### src/shared/dcma_pkg.sv
/*
  constants, types and helpers shared by the dcma output scaler and its
  arithmetic core. assumes limits held in milli-per-unit (0.001 pu) and
  currents in microamps, both signed two's complement.
*/
package dcma_pkg;

  // ----------------------------------------
  // widths
  // ----------------------------------------
  localparam int LIM_W = 32;                 // limit / driving value, milli-pu
  localparam int CUR_W = 16;                 // output current, microamps
  localparam int NUM_W = 48;                 // dividend of the scaling step

  // ----------------------------------------
  // register map (byte addresses)
  // ----------------------------------------
  localparam logic [11:0] ADDR_PRESENT = 12'h000;
  localparam logic [3:0]  ADDR_CH_PAGE = 4'h1;   // paddr[11:8] of channel page
  localparam logic [3:0]  OFS_CFG      = 4'h0;
  localparam logic [3:0]  OFS_LOWER    = 4'h4;
  localparam logic [3:0]  OFS_UPPER    = 4'h8;
  localparam logic [3:0]  OFS_STATUS   = 4'hc;

  // ----------------------------------------
  // field positions
  // ----------------------------------------
  localparam int CFG_SRC_LSB   = 0;
  localparam int CFG_RANGE_LSB = 8;
  localparam int CFG_EN_BIT    = 16;
  localparam int STAT_INH_BIT  = 16;
  localparam int STAT_ROW_LSB  = 20;
  localparam int STAT_SLOT_LSB = 24;

  // ----------------------------------------
  // ranges, limits, reset values
  // ----------------------------------------
  typedef enum logic [1:0] {
    RANGE_PM1  = 2'h0,                       // -1 .. 1 mA
    RANGE_0_1  = 2'h1,                       // 0 .. 1 mA
    RANGE_4_20 = 2'h2                        // 4 .. 20 mA
  } range_t;

  localparam logic signed [CUR_W-1:0] I_M1_UA  = 16'hfc18;
  localparam logic signed [CUR_W-1:0] I_0_UA   = 16'h0000;
  localparam logic signed [CUR_W-1:0] I_1_UA   = 16'h03e8;
  localparam logic signed [CUR_W-1:0] I_4_UA   = 16'h0fa0;
  localparam logic signed [CUR_W-1:0] I_20_UA  = 16'h4e20;

  localparam logic [LIM_W:0]     SPAN_MIN_MPU  = 33'h000000064; // 0.1 pu
  localparam logic [LIM_W-1:0]   DEF_LOWER_MPU = 32'h00000000;
  localparam logic [LIM_W-1:0]   DEF_UPPER_MPU = 32'h000003e8;  // 1 pu
  localparam logic [1:0]         INIT_WAIT     = 2'h3;          // strap settle

  typedef struct packed {
    logic   en;
    range_t rng;
    logic [7:0] src;
  } ch_cfg_t;

  localparam ch_cfg_t CFG_RESET = '{en: 1'b0, rng: RANGE_PM1, src: 8'h00};
  localparam ch_cfg_t CFG_INIT  = '{en: 1'b1, rng: RANGE_4_20, src: 8'h00};

  // ----------------------------------------
  // range ends
  // ----------------------------------------
  function automatic logic signed [CUR_W-1:0] range_lo(input range_t r);
    case (r)
      RANGE_PM1:  range_lo = I_M1_UA;
      RANGE_4_20: range_lo = I_4_UA;
      default:    range_lo = I_0_UA;
    endcase
  endfunction : range_lo

  function automatic logic signed [CUR_W-1:0] range_hi(input range_t r);
    case (r)
      RANGE_PM1:  range_hi = I_1_UA;
      RANGE_0_1:  range_hi = I_1_UA;
      RANGE_4_20: range_hi = I_20_UA;
      default:    range_hi = I_0_UA;
    endcase
  endfunction : range_hi

endpackage : dcma_pkg

### src/verilog/dcma_output_scaler.sv
/*
  dcma output scaler: per-channel source select, limit clamp and linear
  rescale onto the chosen current range, with an apb register file.
  assumes the analog quantities come from logic on CLK, and the option
  straps come from pins outside the clock domain.
*/
//
// Function
// - each channel picks its driving value from one selectable internal analog quantity.
// - below lower limit output range minimum, above upper limit output range maximum.
// - between limits output is range minimum plus k times value minus lower.
// - k is range current width divided by upper minus lower limit.
// - inhibit the function when upper minus lower limit is below 0.1 pu.
// - each channel selects its own range: -1..1, 0..1 or 4..20 mA.
// - lower limit is a per-unit setting in comparator base units.
// - upper limit is a per-unit setting in comparator base units.
// - channels grouped in two-channel sub-modules, rows 1 to 8 top to bottom.
// - at power-up create settings for every channel the option code installs.
// - each channel is named by slot letter plus row number 1 to 8.
`timescale 1ns/100ps
module dcma_output_scaler #(
  parameter int             NUM_CH      = 8,
  parameter int             NUM_SRC     = 16,
  parameter logic [7:0]     SLOT_LETTER = 8'h46
) (
  // clock and reset
  input  wire logic                                     CLK,
  input  wire logic                                     NRST,
  // apb slave
  input  wire logic                                     PSEL,
  input  wire logic                                     PENABLE,
  input  wire logic                                     PWRITE,
  input  wire logic [11:0]                              PADDR,
  input  wire logic [31:0]                              PWDATA,
  output logic [31:0]                                   PRDATA,
  output logic                                          PREADY,
  output logic                                          PSLVERR,
  // installed hardware straps, one per two-channel sub-module
  input  wire logic [NUM_CH/2-1:0]                      OPTION_CODE,
  // internal analog quantities, milli-pu
  input  wire logic [NUM_SRC-1:0][dcma_pkg::LIM_W-1:0]  ANALOG_IN,
  // output current targets, microamps
  output logic [NUM_CH-1:0][dcma_pkg::CUR_W-1:0]        CUR_OUT,
  output logic [NUM_CH-1:0]                             INHIBIT
);

  localparam int CH_W  = (NUM_CH > 1) ? $clog2(NUM_CH) : 1;
  localparam int SRC_W = (NUM_SRC > 1) ? $clog2(NUM_SRC) : 1;

  typedef enum logic [2:0] {S_INIT = 3'b001, S_START = 3'b010, S_WAIT = 3'b100} scan_st_t;

  // ----------------------------------------
  // declarations
  // ----------------------------------------
  dcma_pkg::ch_cfg_t                        cfg_r   [NUM_CH];
  logic [dcma_pkg::LIM_W-1:0]               lower_r [NUM_CH];
  logic [dcma_pkg::LIM_W-1:0]               upper_r [NUM_CH];
  logic [NUM_CH/2-1:0]                      opt_s1_r;
  logic [NUM_CH/2-1:0]                      opt_s2_r;
  logic [NUM_CH-1:0]                        present_r;
  logic [1:0]                               init_cnt_r;
  logic                                     init_done_r;
  logic                                     init_pulse;
  scan_st_t                                 st_r;
  logic [CH_W-1:0]                          ch_r;
  logic                                     start_r;
  logic signed [dcma_pkg::LIM_W-1:0]        x_sel;
  logic [1:0]                               rng_sel;
  logic                                     core_done;
  logic signed [dcma_pkg::CUR_W-1:0]        core_cur;
  logic                                     core_inh;
  logic                                     acc;
  logic                                     wr_ok;
  logic                                     ch_page;
  logic [3:0]                               a_ch;
  logic [3:0]                               a_ofs;
  logic                                     a_valid;
  logic [31:0]                              rd_data;
  logic                                     rd_err;

  // ----------------------------------------
  // strap synchroniser and power-up capture
  // ----------------------------------------
  // option pins are asynchronous: two flops before anything reads them
  always_ff @(posedge CLK or negedge NRST) begin
    if (!NRST) begin
      opt_s1_r <= '0;
      opt_s2_r <= '0;
    end else begin
      opt_s1_r <= OPTION_CODE;
      opt_s2_r <= opt_s1_r;
    end
  end

  // wait until the second stage holds a sampled value, then latch once
  always_ff @(posedge CLK or negedge NRST) begin
    if (!NRST) begin
      init_cnt_r  <= 2'h0;
      init_done_r <= 1'b0;
      present_r   <= '0;
    end else if (!init_done_r) begin
      init_cnt_r <= init_cnt_r + 2'h1;
      if (init_cnt_r == dcma_pkg::INIT_WAIT) begin
        init_done_r <= 1'b1;
        for (int i = 0; i < NUM_CH; i++) begin
          present_r[i] <= opt_s2_r[i/2];
        end
      end
    end
  end

  assign init_pulse = !init_done_r && (init_cnt_r == dcma_pkg::INIT_WAIT);

  // ----------------------------------------
  // apb decode
  // ----------------------------------------
  assign acc     = PSEL && PENABLE;
  assign ch_page = PADDR[11:8] == dcma_pkg::ADDR_CH_PAGE;
  assign a_ch    = PADDR[7:4];
  assign a_ofs   = PADDR[3:0];
  assign a_valid = ch_page && (32'(a_ch) < NUM_CH) && present_r[a_ch[CH_W-1:0]];
  assign wr_ok   = acc && PREADY && PWRITE && a_valid && a_ofs != dcma_pkg::OFS_STATUS;

  // read mux; unmapped, absent channel or misaligned address is an error
  always_comb begin
    rd_data = 32'h00000000;
    rd_err  = 1'b0;
    if (PADDR == dcma_pkg::ADDR_PRESENT) begin
      rd_data = 32'(present_r);
    end else if (a_valid) begin
      case (a_ofs)
        dcma_pkg::OFS_CFG: begin
          rd_data[dcma_pkg::CFG_SRC_LSB +: 8]   = cfg_r[a_ch[CH_W-1:0]].src;
          rd_data[dcma_pkg::CFG_RANGE_LSB +: 2] = cfg_r[a_ch[CH_W-1:0]].rng;
          rd_data[dcma_pkg::CFG_EN_BIT]         = cfg_r[a_ch[CH_W-1:0]].en;
        end
        dcma_pkg::OFS_LOWER: rd_data = lower_r[a_ch[CH_W-1:0]];
        dcma_pkg::OFS_UPPER: rd_data = upper_r[a_ch[CH_W-1:0]];
        dcma_pkg::OFS_STATUS: begin
          rd_data[dcma_pkg::CUR_W-1:0]          = CUR_OUT[a_ch[CH_W-1:0]];
          rd_data[dcma_pkg::STAT_INH_BIT]       = INHIBIT[a_ch[CH_W-1:0]];
          rd_data[dcma_pkg::STAT_ROW_LSB +: 4]  = a_ch + 4'h1;
          rd_data[dcma_pkg::STAT_SLOT_LSB +: 8] = SLOT_LETTER;
        end
        default: rd_err = 1'b1;
      endcase
    end else begin
      rd_err = 1'b1;
    end
  end

  // one wait state: pready rises on the second access cycle
  always_ff @(posedge CLK or negedge NRST) begin
    if (!NRST) begin
      PREADY  <= 1'b0;
      PRDATA  <= 32'h00000000;
      PSLVERR <= 1'b0;
    end else begin
      PREADY  <= acc && !PREADY;
      PSLVERR <= acc && !PREADY && (rd_err || (PWRITE && PADDR == dcma_pkg::ADDR_PRESENT));
      PRDATA  <= (acc && !PREADY && !PWRITE) ? rd_data : 32'h00000000;
    end
  end

  // ----------------------------------------
  // channel settings
  // ----------------------------------------
  // power-up creates defaults only for installed channels
  always_ff @(posedge CLK or negedge NRST) begin
    if (!NRST) begin
      for (int i = 0; i < NUM_CH; i++) begin
        cfg_r[i]   <= dcma_pkg::CFG_RESET;
        lower_r[i] <= '0;
        upper_r[i] <= '0;
      end
    end else if (init_pulse) begin
      for (int i = 0; i < NUM_CH; i++) begin
        if (opt_s2_r[i/2]) begin
          cfg_r[i]   <= dcma_pkg::CFG_INIT;
          lower_r[i] <= dcma_pkg::DEF_LOWER_MPU;
          upper_r[i] <= dcma_pkg::DEF_UPPER_MPU;
        end
      end
    end else if (wr_ok) begin
      case (a_ofs)
        dcma_pkg::OFS_CFG: begin
          cfg_r[a_ch[CH_W-1:0]].src <= PWDATA[dcma_pkg::CFG_SRC_LSB +: 8];
          cfg_r[a_ch[CH_W-1:0]].rng <=
            dcma_pkg::range_t'(PWDATA[dcma_pkg::CFG_RANGE_LSB +: 2]);
          cfg_r[a_ch[CH_W-1:0]].en  <= PWDATA[dcma_pkg::CFG_EN_BIT];
        end
        dcma_pkg::OFS_LOWER: lower_r[a_ch[CH_W-1:0]] <= PWDATA;
        dcma_pkg::OFS_UPPER: upper_r[a_ch[CH_W-1:0]] <= PWDATA;
        default: ;
      endcase
    end
  end

  // ----------------------------------------
  // source selection
  // ----------------------------------------
  // out-of-range source index reads as zero rather than wrapping
  always_comb begin
    x_sel = '0;
    if (32'(cfg_r[ch_r].src) < NUM_SRC) begin
      x_sel = $signed(ANALOG_IN[cfg_r[ch_r].src[SRC_W-1:0]]);
    end
    rng_sel = cfg_r[ch_r].rng;
  end

  // ----------------------------------------
  // channel scan
  // ----------------------------------------
  // one shared core, channels served round robin; refresh period is
  // roughly 52 cycles per channel, traded for a single divider
  always_ff @(posedge CLK or negedge NRST) begin
    if (!NRST) begin
      st_r    <= S_INIT;
      ch_r    <= '0;
      start_r <= 1'b0;
    end else begin
      start_r <= 1'b0;
      case (st_r)
        S_INIT: if (init_done_r) st_r <= S_START;
        S_START: begin
          start_r <= 1'b1;
          st_r    <= S_WAIT;
        end
        S_WAIT: begin
          if (core_done) begin
            ch_r <= (32'(ch_r) == NUM_CH - 1) ? '0 : ch_r + CH_W'(1);
            st_r <= S_START;
          end
        end
        default: st_r <= S_INIT;
      endcase
    end
  end

  dcma_scale_core u_core (
    .clk   (CLK),
    .nrst  (NRST),
    .start (start_r),
    .x     (x_sel),
    .lower (lower_r[ch_r]),
    .upper (upper_r[ch_r]),
    .rng   (rng_sel),
    .done  (core_done),
    .cur   (core_cur),
    .inh   (core_inh)
  );

  // ----------------------------------------
  // output targets
  // ----------------------------------------
  // absent or disabled channels hold their range minimum
  always_ff @(posedge CLK or negedge NRST) begin
    if (!NRST) begin
      CUR_OUT <= '0;
      INHIBIT <= '0;
    end else if (st_r == S_WAIT && core_done) begin
      if (present_r[ch_r] && cfg_r[ch_r].en) begin
        CUR_OUT[ch_r] <= core_cur;
        INHIBIT[ch_r] <= core_inh;
      end else begin
        CUR_OUT[ch_r] <= dcma_pkg::range_lo(cfg_r[ch_r].rng);
        INHIBIT[ch_r] <= 1'b0;
      end
    end
  end

endmodule : dcma_output_scaler

### src/verilog/dcma_scale_core.sv
/*
  one-channel arithmetic: clamp, span check and linear rescale by a
  bit-serial divider. assumes inputs stay stable from start to done.
*/
`timescale 1ns/100ps
module dcma_scale_core (
  // clock and reset
  input  wire logic                                clk,
  input  wire logic                                nrst,
  // request
  input  wire logic                                start,
  input  wire logic signed [dcma_pkg::LIM_W-1:0]   x,
  input  wire logic signed [dcma_pkg::LIM_W-1:0]   lower,
  input  wire logic signed [dcma_pkg::LIM_W-1:0]   upper,
  input  wire logic [1:0]                          rng,
  // answer
  output logic                                     done,
  output logic signed [dcma_pkg::CUR_W-1:0]        cur,
  output logic                                     inh
);

  typedef enum logic [2:0] {C_IDLE = 3'b001, C_DIV = 3'b010, C_DONE = 3'b100} core_st_t;

  core_st_t                                st_r;
  logic [dcma_pkg::NUM_W-1:0]              quo_r;
  logic [dcma_pkg::LIM_W+1:0]              rem_r;
  logic [dcma_pkg::LIM_W:0]                den_r;
  logic [5:0]                              cnt_r;
  logic signed [dcma_pkg::CUR_W-1:0]       base_r;
  logic signed [dcma_pkg::LIM_W:0]         span;
  logic signed [dcma_pkg::LIM_W:0]         off;
  logic signed [dcma_pkg::CUR_W-1:0]       i_lo;
  logic signed [dcma_pkg::CUR_W-1:0]       i_hi;
  logic [dcma_pkg::CUR_W-1:0]              i_width;
  logic [dcma_pkg::LIM_W+1:0]              trial;
  logic                                    ge;

  // ----------------------------------------
  // operand preparation
  // ----------------------------------------
  assign span    = (dcma_pkg::LIM_W+1)'(upper) - (dcma_pkg::LIM_W+1)'(lower);
  assign off     = (dcma_pkg::LIM_W+1)'(x) - (dcma_pkg::LIM_W+1)'(lower);
  assign i_lo    = dcma_pkg::range_lo(dcma_pkg::range_t'(rng));
  assign i_hi    = dcma_pkg::range_hi(dcma_pkg::range_t'(rng));
  assign i_width = dcma_pkg::CUR_W'(i_hi - i_lo);
  assign trial   = {rem_r[dcma_pkg::LIM_W:0], quo_r[dcma_pkg::NUM_W-1]};
  assign ge      = trial >= {1'b0, den_r};

  // ----------------------------------------
  // sequencing and divider
  // ----------------------------------------
  always_ff @(posedge clk or negedge nrst) begin
    if (!nrst) begin
      st_r   <= C_IDLE;
      quo_r  <= '0;
      rem_r  <= '0;
      den_r  <= '0;
      cnt_r  <= 6'h00;
      base_r <= '0;
      done   <= 1'b0;
      cur    <= '0;
      inh    <= 1'b0;
    end else begin
      done <= 1'b0;
      case (st_r)
        C_IDLE: begin
          if (start) begin
            base_r <= i_lo;
            if (rng == 2'h3 || span < $signed(dcma_pkg::SPAN_MIN_MPU)) begin
              cur  <= i_lo;
              inh  <= 1'b1;
              done <= 1'b1;
            end else if (x < lower) begin
              cur  <= i_lo;
              inh  <= 1'b0;
              done <= 1'b1;
            end else if (x > upper) begin
              cur  <= i_hi;
              inh  <= 1'b0;
              done <= 1'b1;
            end else begin
              // product fits 48 bits: 14-bit width (at most 16000) times 33-bit offset
              quo_r <= dcma_pkg::NUM_W'(i_width) * dcma_pkg::NUM_W'(off);
              den_r <= span;
              rem_r <= '0;
              cnt_r <= 6'(dcma_pkg::NUM_W - 1);
              inh   <= 1'b0;
              st_r  <= C_DIV;
            end
          end
        end
        C_DIV: begin
          rem_r <= ge ? trial - {1'b0, den_r} : trial;
          quo_r <= {quo_r[dcma_pkg::NUM_W-2:0], ge};
          cnt_r <= cnt_r - 6'h01;
          if (cnt_r == 6'h00) st_r <= C_DONE;
        end
        C_DONE: begin
          cur  <= base_r + $signed(quo_r[dcma_pkg::CUR_W-1:0]);
          done <= 1'b1;
          st_r <= C_IDLE;
        end
        default: st_r <= C_IDLE;
      endcase
    end
  end

endmodule : dcma_scale_core

### config.mk
export PLATFORM = sky130hd
export DESIGN_NAME = dcma_output_scaler
export DESIGN_NICKNAME = d
export VERILOG_FILES = /design/src/shared/dcma_pkg.sv /design/src/verilog/dcma_output_scaler.sv /design/src/verilog/dcma_scale_core.sv
export SDC_FILE = /design/constraint.sdc
export NUM_CORES = 2
export LEC_CHECK = 0
export BUFFER_PORTS_ARGS = -buffer_cell sky130_fd_sc_hd__buf_2
export CAP_MARGIN = 20
export CORE_ASPECT_RATIO = 0.75
export CORE_MARGIN = 1
export CORE_UTILIZATION = 50
export CTS_BUF_LIST = sky130_fd_sc_hd__clkbuf_4 sky130_fd_sc_hd__clkbuf_8
export DETAILED_ROUTE_END_ITERATION = 6
export GPL_TIMING_DRIVEN = 1
export PLACE_DENSITY_LB_ADDON = 0.05
export SKIP_LAST_GASP = 1
export SYNTH_ARGS = -nofsm -noshare
export SYNTH_HDL_FRONTEND = slang
export SYNTH_SLANG_ARGS = --single-unit
### constraint.sdc
create_clock -name CLK -period 27.1 [get_ports CLK]
set_input_delay 1.355 -clock CLK [delete_from_list [all_inputs] [get_ports CLK]]
set_output_delay 1.355 -clock CLK [all_outputs]
set_load 0.05 [all_outputs]
==> impl_metrics.toml <==
[cts]
cts_resized = 0
insertion_delay_ps = 920
clock_sinks = 936
cts_buffers = 159
cts.path.max_buffers = 3
ctsHoldBuffers = 0
cts_setup_buffers = 0
cts.reportedPaths.clkPinSlew_ps = 60
cts_tree = "yes"
h-tree-depth = 4
clock-root-buffer = "clkbuf_8"

[synth]
synth.ff_latch_count = 936
synthDistinctLibCells = 92
yosys.area.top_type_share = 0.346
yosysMostFrequentCell = "nand2_1"
syn_area_um2 = 67600
syn-mean-instance-area_um2 = 8.81
ys_seq_area_frac = 0.346
ys.flop_type = "dfrtp_1"
synthArstFlopShare = 1.00
netlist_instances = 7681
yosys_warnings = 0
synth-edff-count = 0
ys_top_cells_by_count = "nand2_1 (1,198), dfrtp_1 (934), o21ai_0 (700)"
post-synth-top-area-cell = "dfrtp_1"
synth_area_leaders = "dfrtp_1 (35%), fa_1 (10%), nand2_1 (6.6%)"

[placement]
placed_cell_area_um2 = 73000
gp_congestion = 1.01
place_hpwl_mm = 214
place.port_buffers = 734

[grt]
grt_util_all_layers = 0.441
grt_pass1_vias = 62600
grt_pass1_wl_mm = 438
globalRouteOverflowTotal = 0
grt_max_degree = 163
grt_antenna_before_repair = 48

[detailed_routing]
vias = 66500
wl_mm = 307
first_iter_violations = 8944
post_drt_wl_per_cell_um = 30.3
drc = 0
ant_nets = 0
drtPass1Iterations = 7
via_per_inst = 6.55

[setup_path]
start_kind = "flip-flop"
crit_start = "ch_r[0]"
crit_top_cell = "fa_1"
crit_fanout = 136
timing.critical_path.to = "u_core.quo_r[45]"
reg2reg_from = "ch_r[0]"
critical-path-top-delay-family = "compound AO/OA/AOI/OAI gates"
ff2ff_path_depth = 44
end_kind = "flip-flop"
reg2reg_slack_ps = 11940
critPathRequiredTime_ps = 27850
critPathBufInv = 6
slowest_delay_ps = 920
reg2reg_to = "u_core.quo_r[45]"
crit_cells = 44
critPathSlowestCell = "a311oi_1"
cp_data_arrival_time_ps = 15910
crit_type = "reg -> reg"

[floorplanning]
rows = 116
start_util = 0.505
core_area_um2 = 134000
dieArea_um2 = 137000
die_width_um = 427
die-height_um = 321
ios = 735

[timing]
fin_crit_ps = 15160
finalSetupViolations = 0
skew_ps = 59.4
max_freq_mhz = 66.0
rsz0062_at_grt = "no"
tightest_slew_ps = 1250
max-slew-margin-rel = 0.166
setup_tns_ps = 0
hold_viol = 0
slew_viol_final = 0
period_share = 0.559

[run_status]
status = "finished, final reports clean"

[finish]
area_delta_synth_final_pct = 13.2
finalNetCount = 9457
drive_gt1_frac = 0.150
fin_area_um2 = 76600
utilization = 0.572

[job]
maxCapViolations = 0

[min_path]
hp-class = "reg -> reg"
==> kinds of logic after synthesis <==
kind of cell | Yosys count | synth area share
buffers and inverters | 1195 | 0.0671
other | 2 | 0.000111
adders and majority gates | 680 | 0.165
muxes | 39 | 0.00625
xor gates and xnor gates | 149 | 0.0193
DFF | 936 | 0.346
and+or+nand+nor | 2126 | 0.142
AOI/OAI and AO/OA | 2554 | 0.254
==> how the worst min path moves through the flow <==
stage | start | slack, ps | cells after the start | end
2_1_floorplan | opt_s1_r[0] | 330 | 0 | opt_s2_r[0]
3_5_place_dp | opt_s1_r[0] | 340 | 0 | opt_s2_r[0]
4_1_cts | opt_s1_r[0] | 350 | 0 | opt_s2_r[0]
5_1_grt | opt_s1_r[0] | 360 | 0 | opt_s2_r[0]
6_report | opt_s1_r[0] | 350 | 0 | opt_s2_r[0]
3_3_place_gp | opt_s1_r[0] | 340 | 0 | opt_s2_r[0]
==> placed cells by master (no fill, tap or decap), drive strengths merged, types with 208 or more instances in the layout <==
cell / instances
nand2: 1198
dfrtp: 934
buf: 878
o21ai: 718
inv: 656
a22oi: 525
fa: 351
ha: 329
nor2: 326
a21oi: 313
clkbuf: 247
a211oi: 208
==> sequential cells by signal (all words and copies together), names as in the netlist, 2 cells and up <==
signal and count:
lower_r 256, upper_r 256, CUR_OUT 128, cfg_r 88, u_core.quo_r 48, u_core.den_r 33
u_core.rem_r 33, PRDATA 32, u_core.cur 16, INHIBIT 8, u_core.cnt_r 6, opt_s1_r 4
opt_s2_r 4, present_r 4, ch_r 3, st_r 3, u_core.base_r 3, u_core.st_r 3
init_cnt_r 2
==> metal layers <==
layer / share of wire / vias up / track usage / wire length [um]
li1: - / 28300 / - / -
met1: 0.40 / 32700 / 0.591 / 122000
met2: 0.41 / 4512 / 0.606 / 125000
met3: 0.13 / 933 / 0.152 / 39300
met4: 0.067 / 28 / 0.266 / 20600
met5: 0.0019 / - / 0.0213 / 581
==> worst register-to-register path, delay by kind of cell, from the launching register on <==
kind                       cells  cell delay [ps]
xor gates and xnor gates       2              390
adders and majority gates      8             3560
and+or+nand+nor                9             2370
AOI/OAI and AO/OA             19             6240
buffers and inverters          6             1610
DFF                            1              810
==> stage by stage <==
stage	setup WS, ps	hold slack [ps]	cells
floorplan	15780	331	7717
global placement	12580	337	9813
detailed placement	12290	336	9817
CTS	12210	345	10100
global route	11320	358	10100
finish	11940	346	10100
==> final cells by class <==
| cell class | instances | area (um2) |
|---|---|---|
| antenna | 45 | 113 |
| clock buffer | 246 | 3050 |
| clock inverter | 31 | 370 |
| fill | 12400 | 57200 |
| inverter | 650 | 2440 |
| multi-input combinational | 5586 | 40000 |
| sequential | 936 | 23400 |
| tap | 1770 | 2210 |
| timing repair buffer | 879 | 4930 |
Power is not shown: default switching activity piles up to over one toggle a cycle in this logic, so the estimate is an artifact.
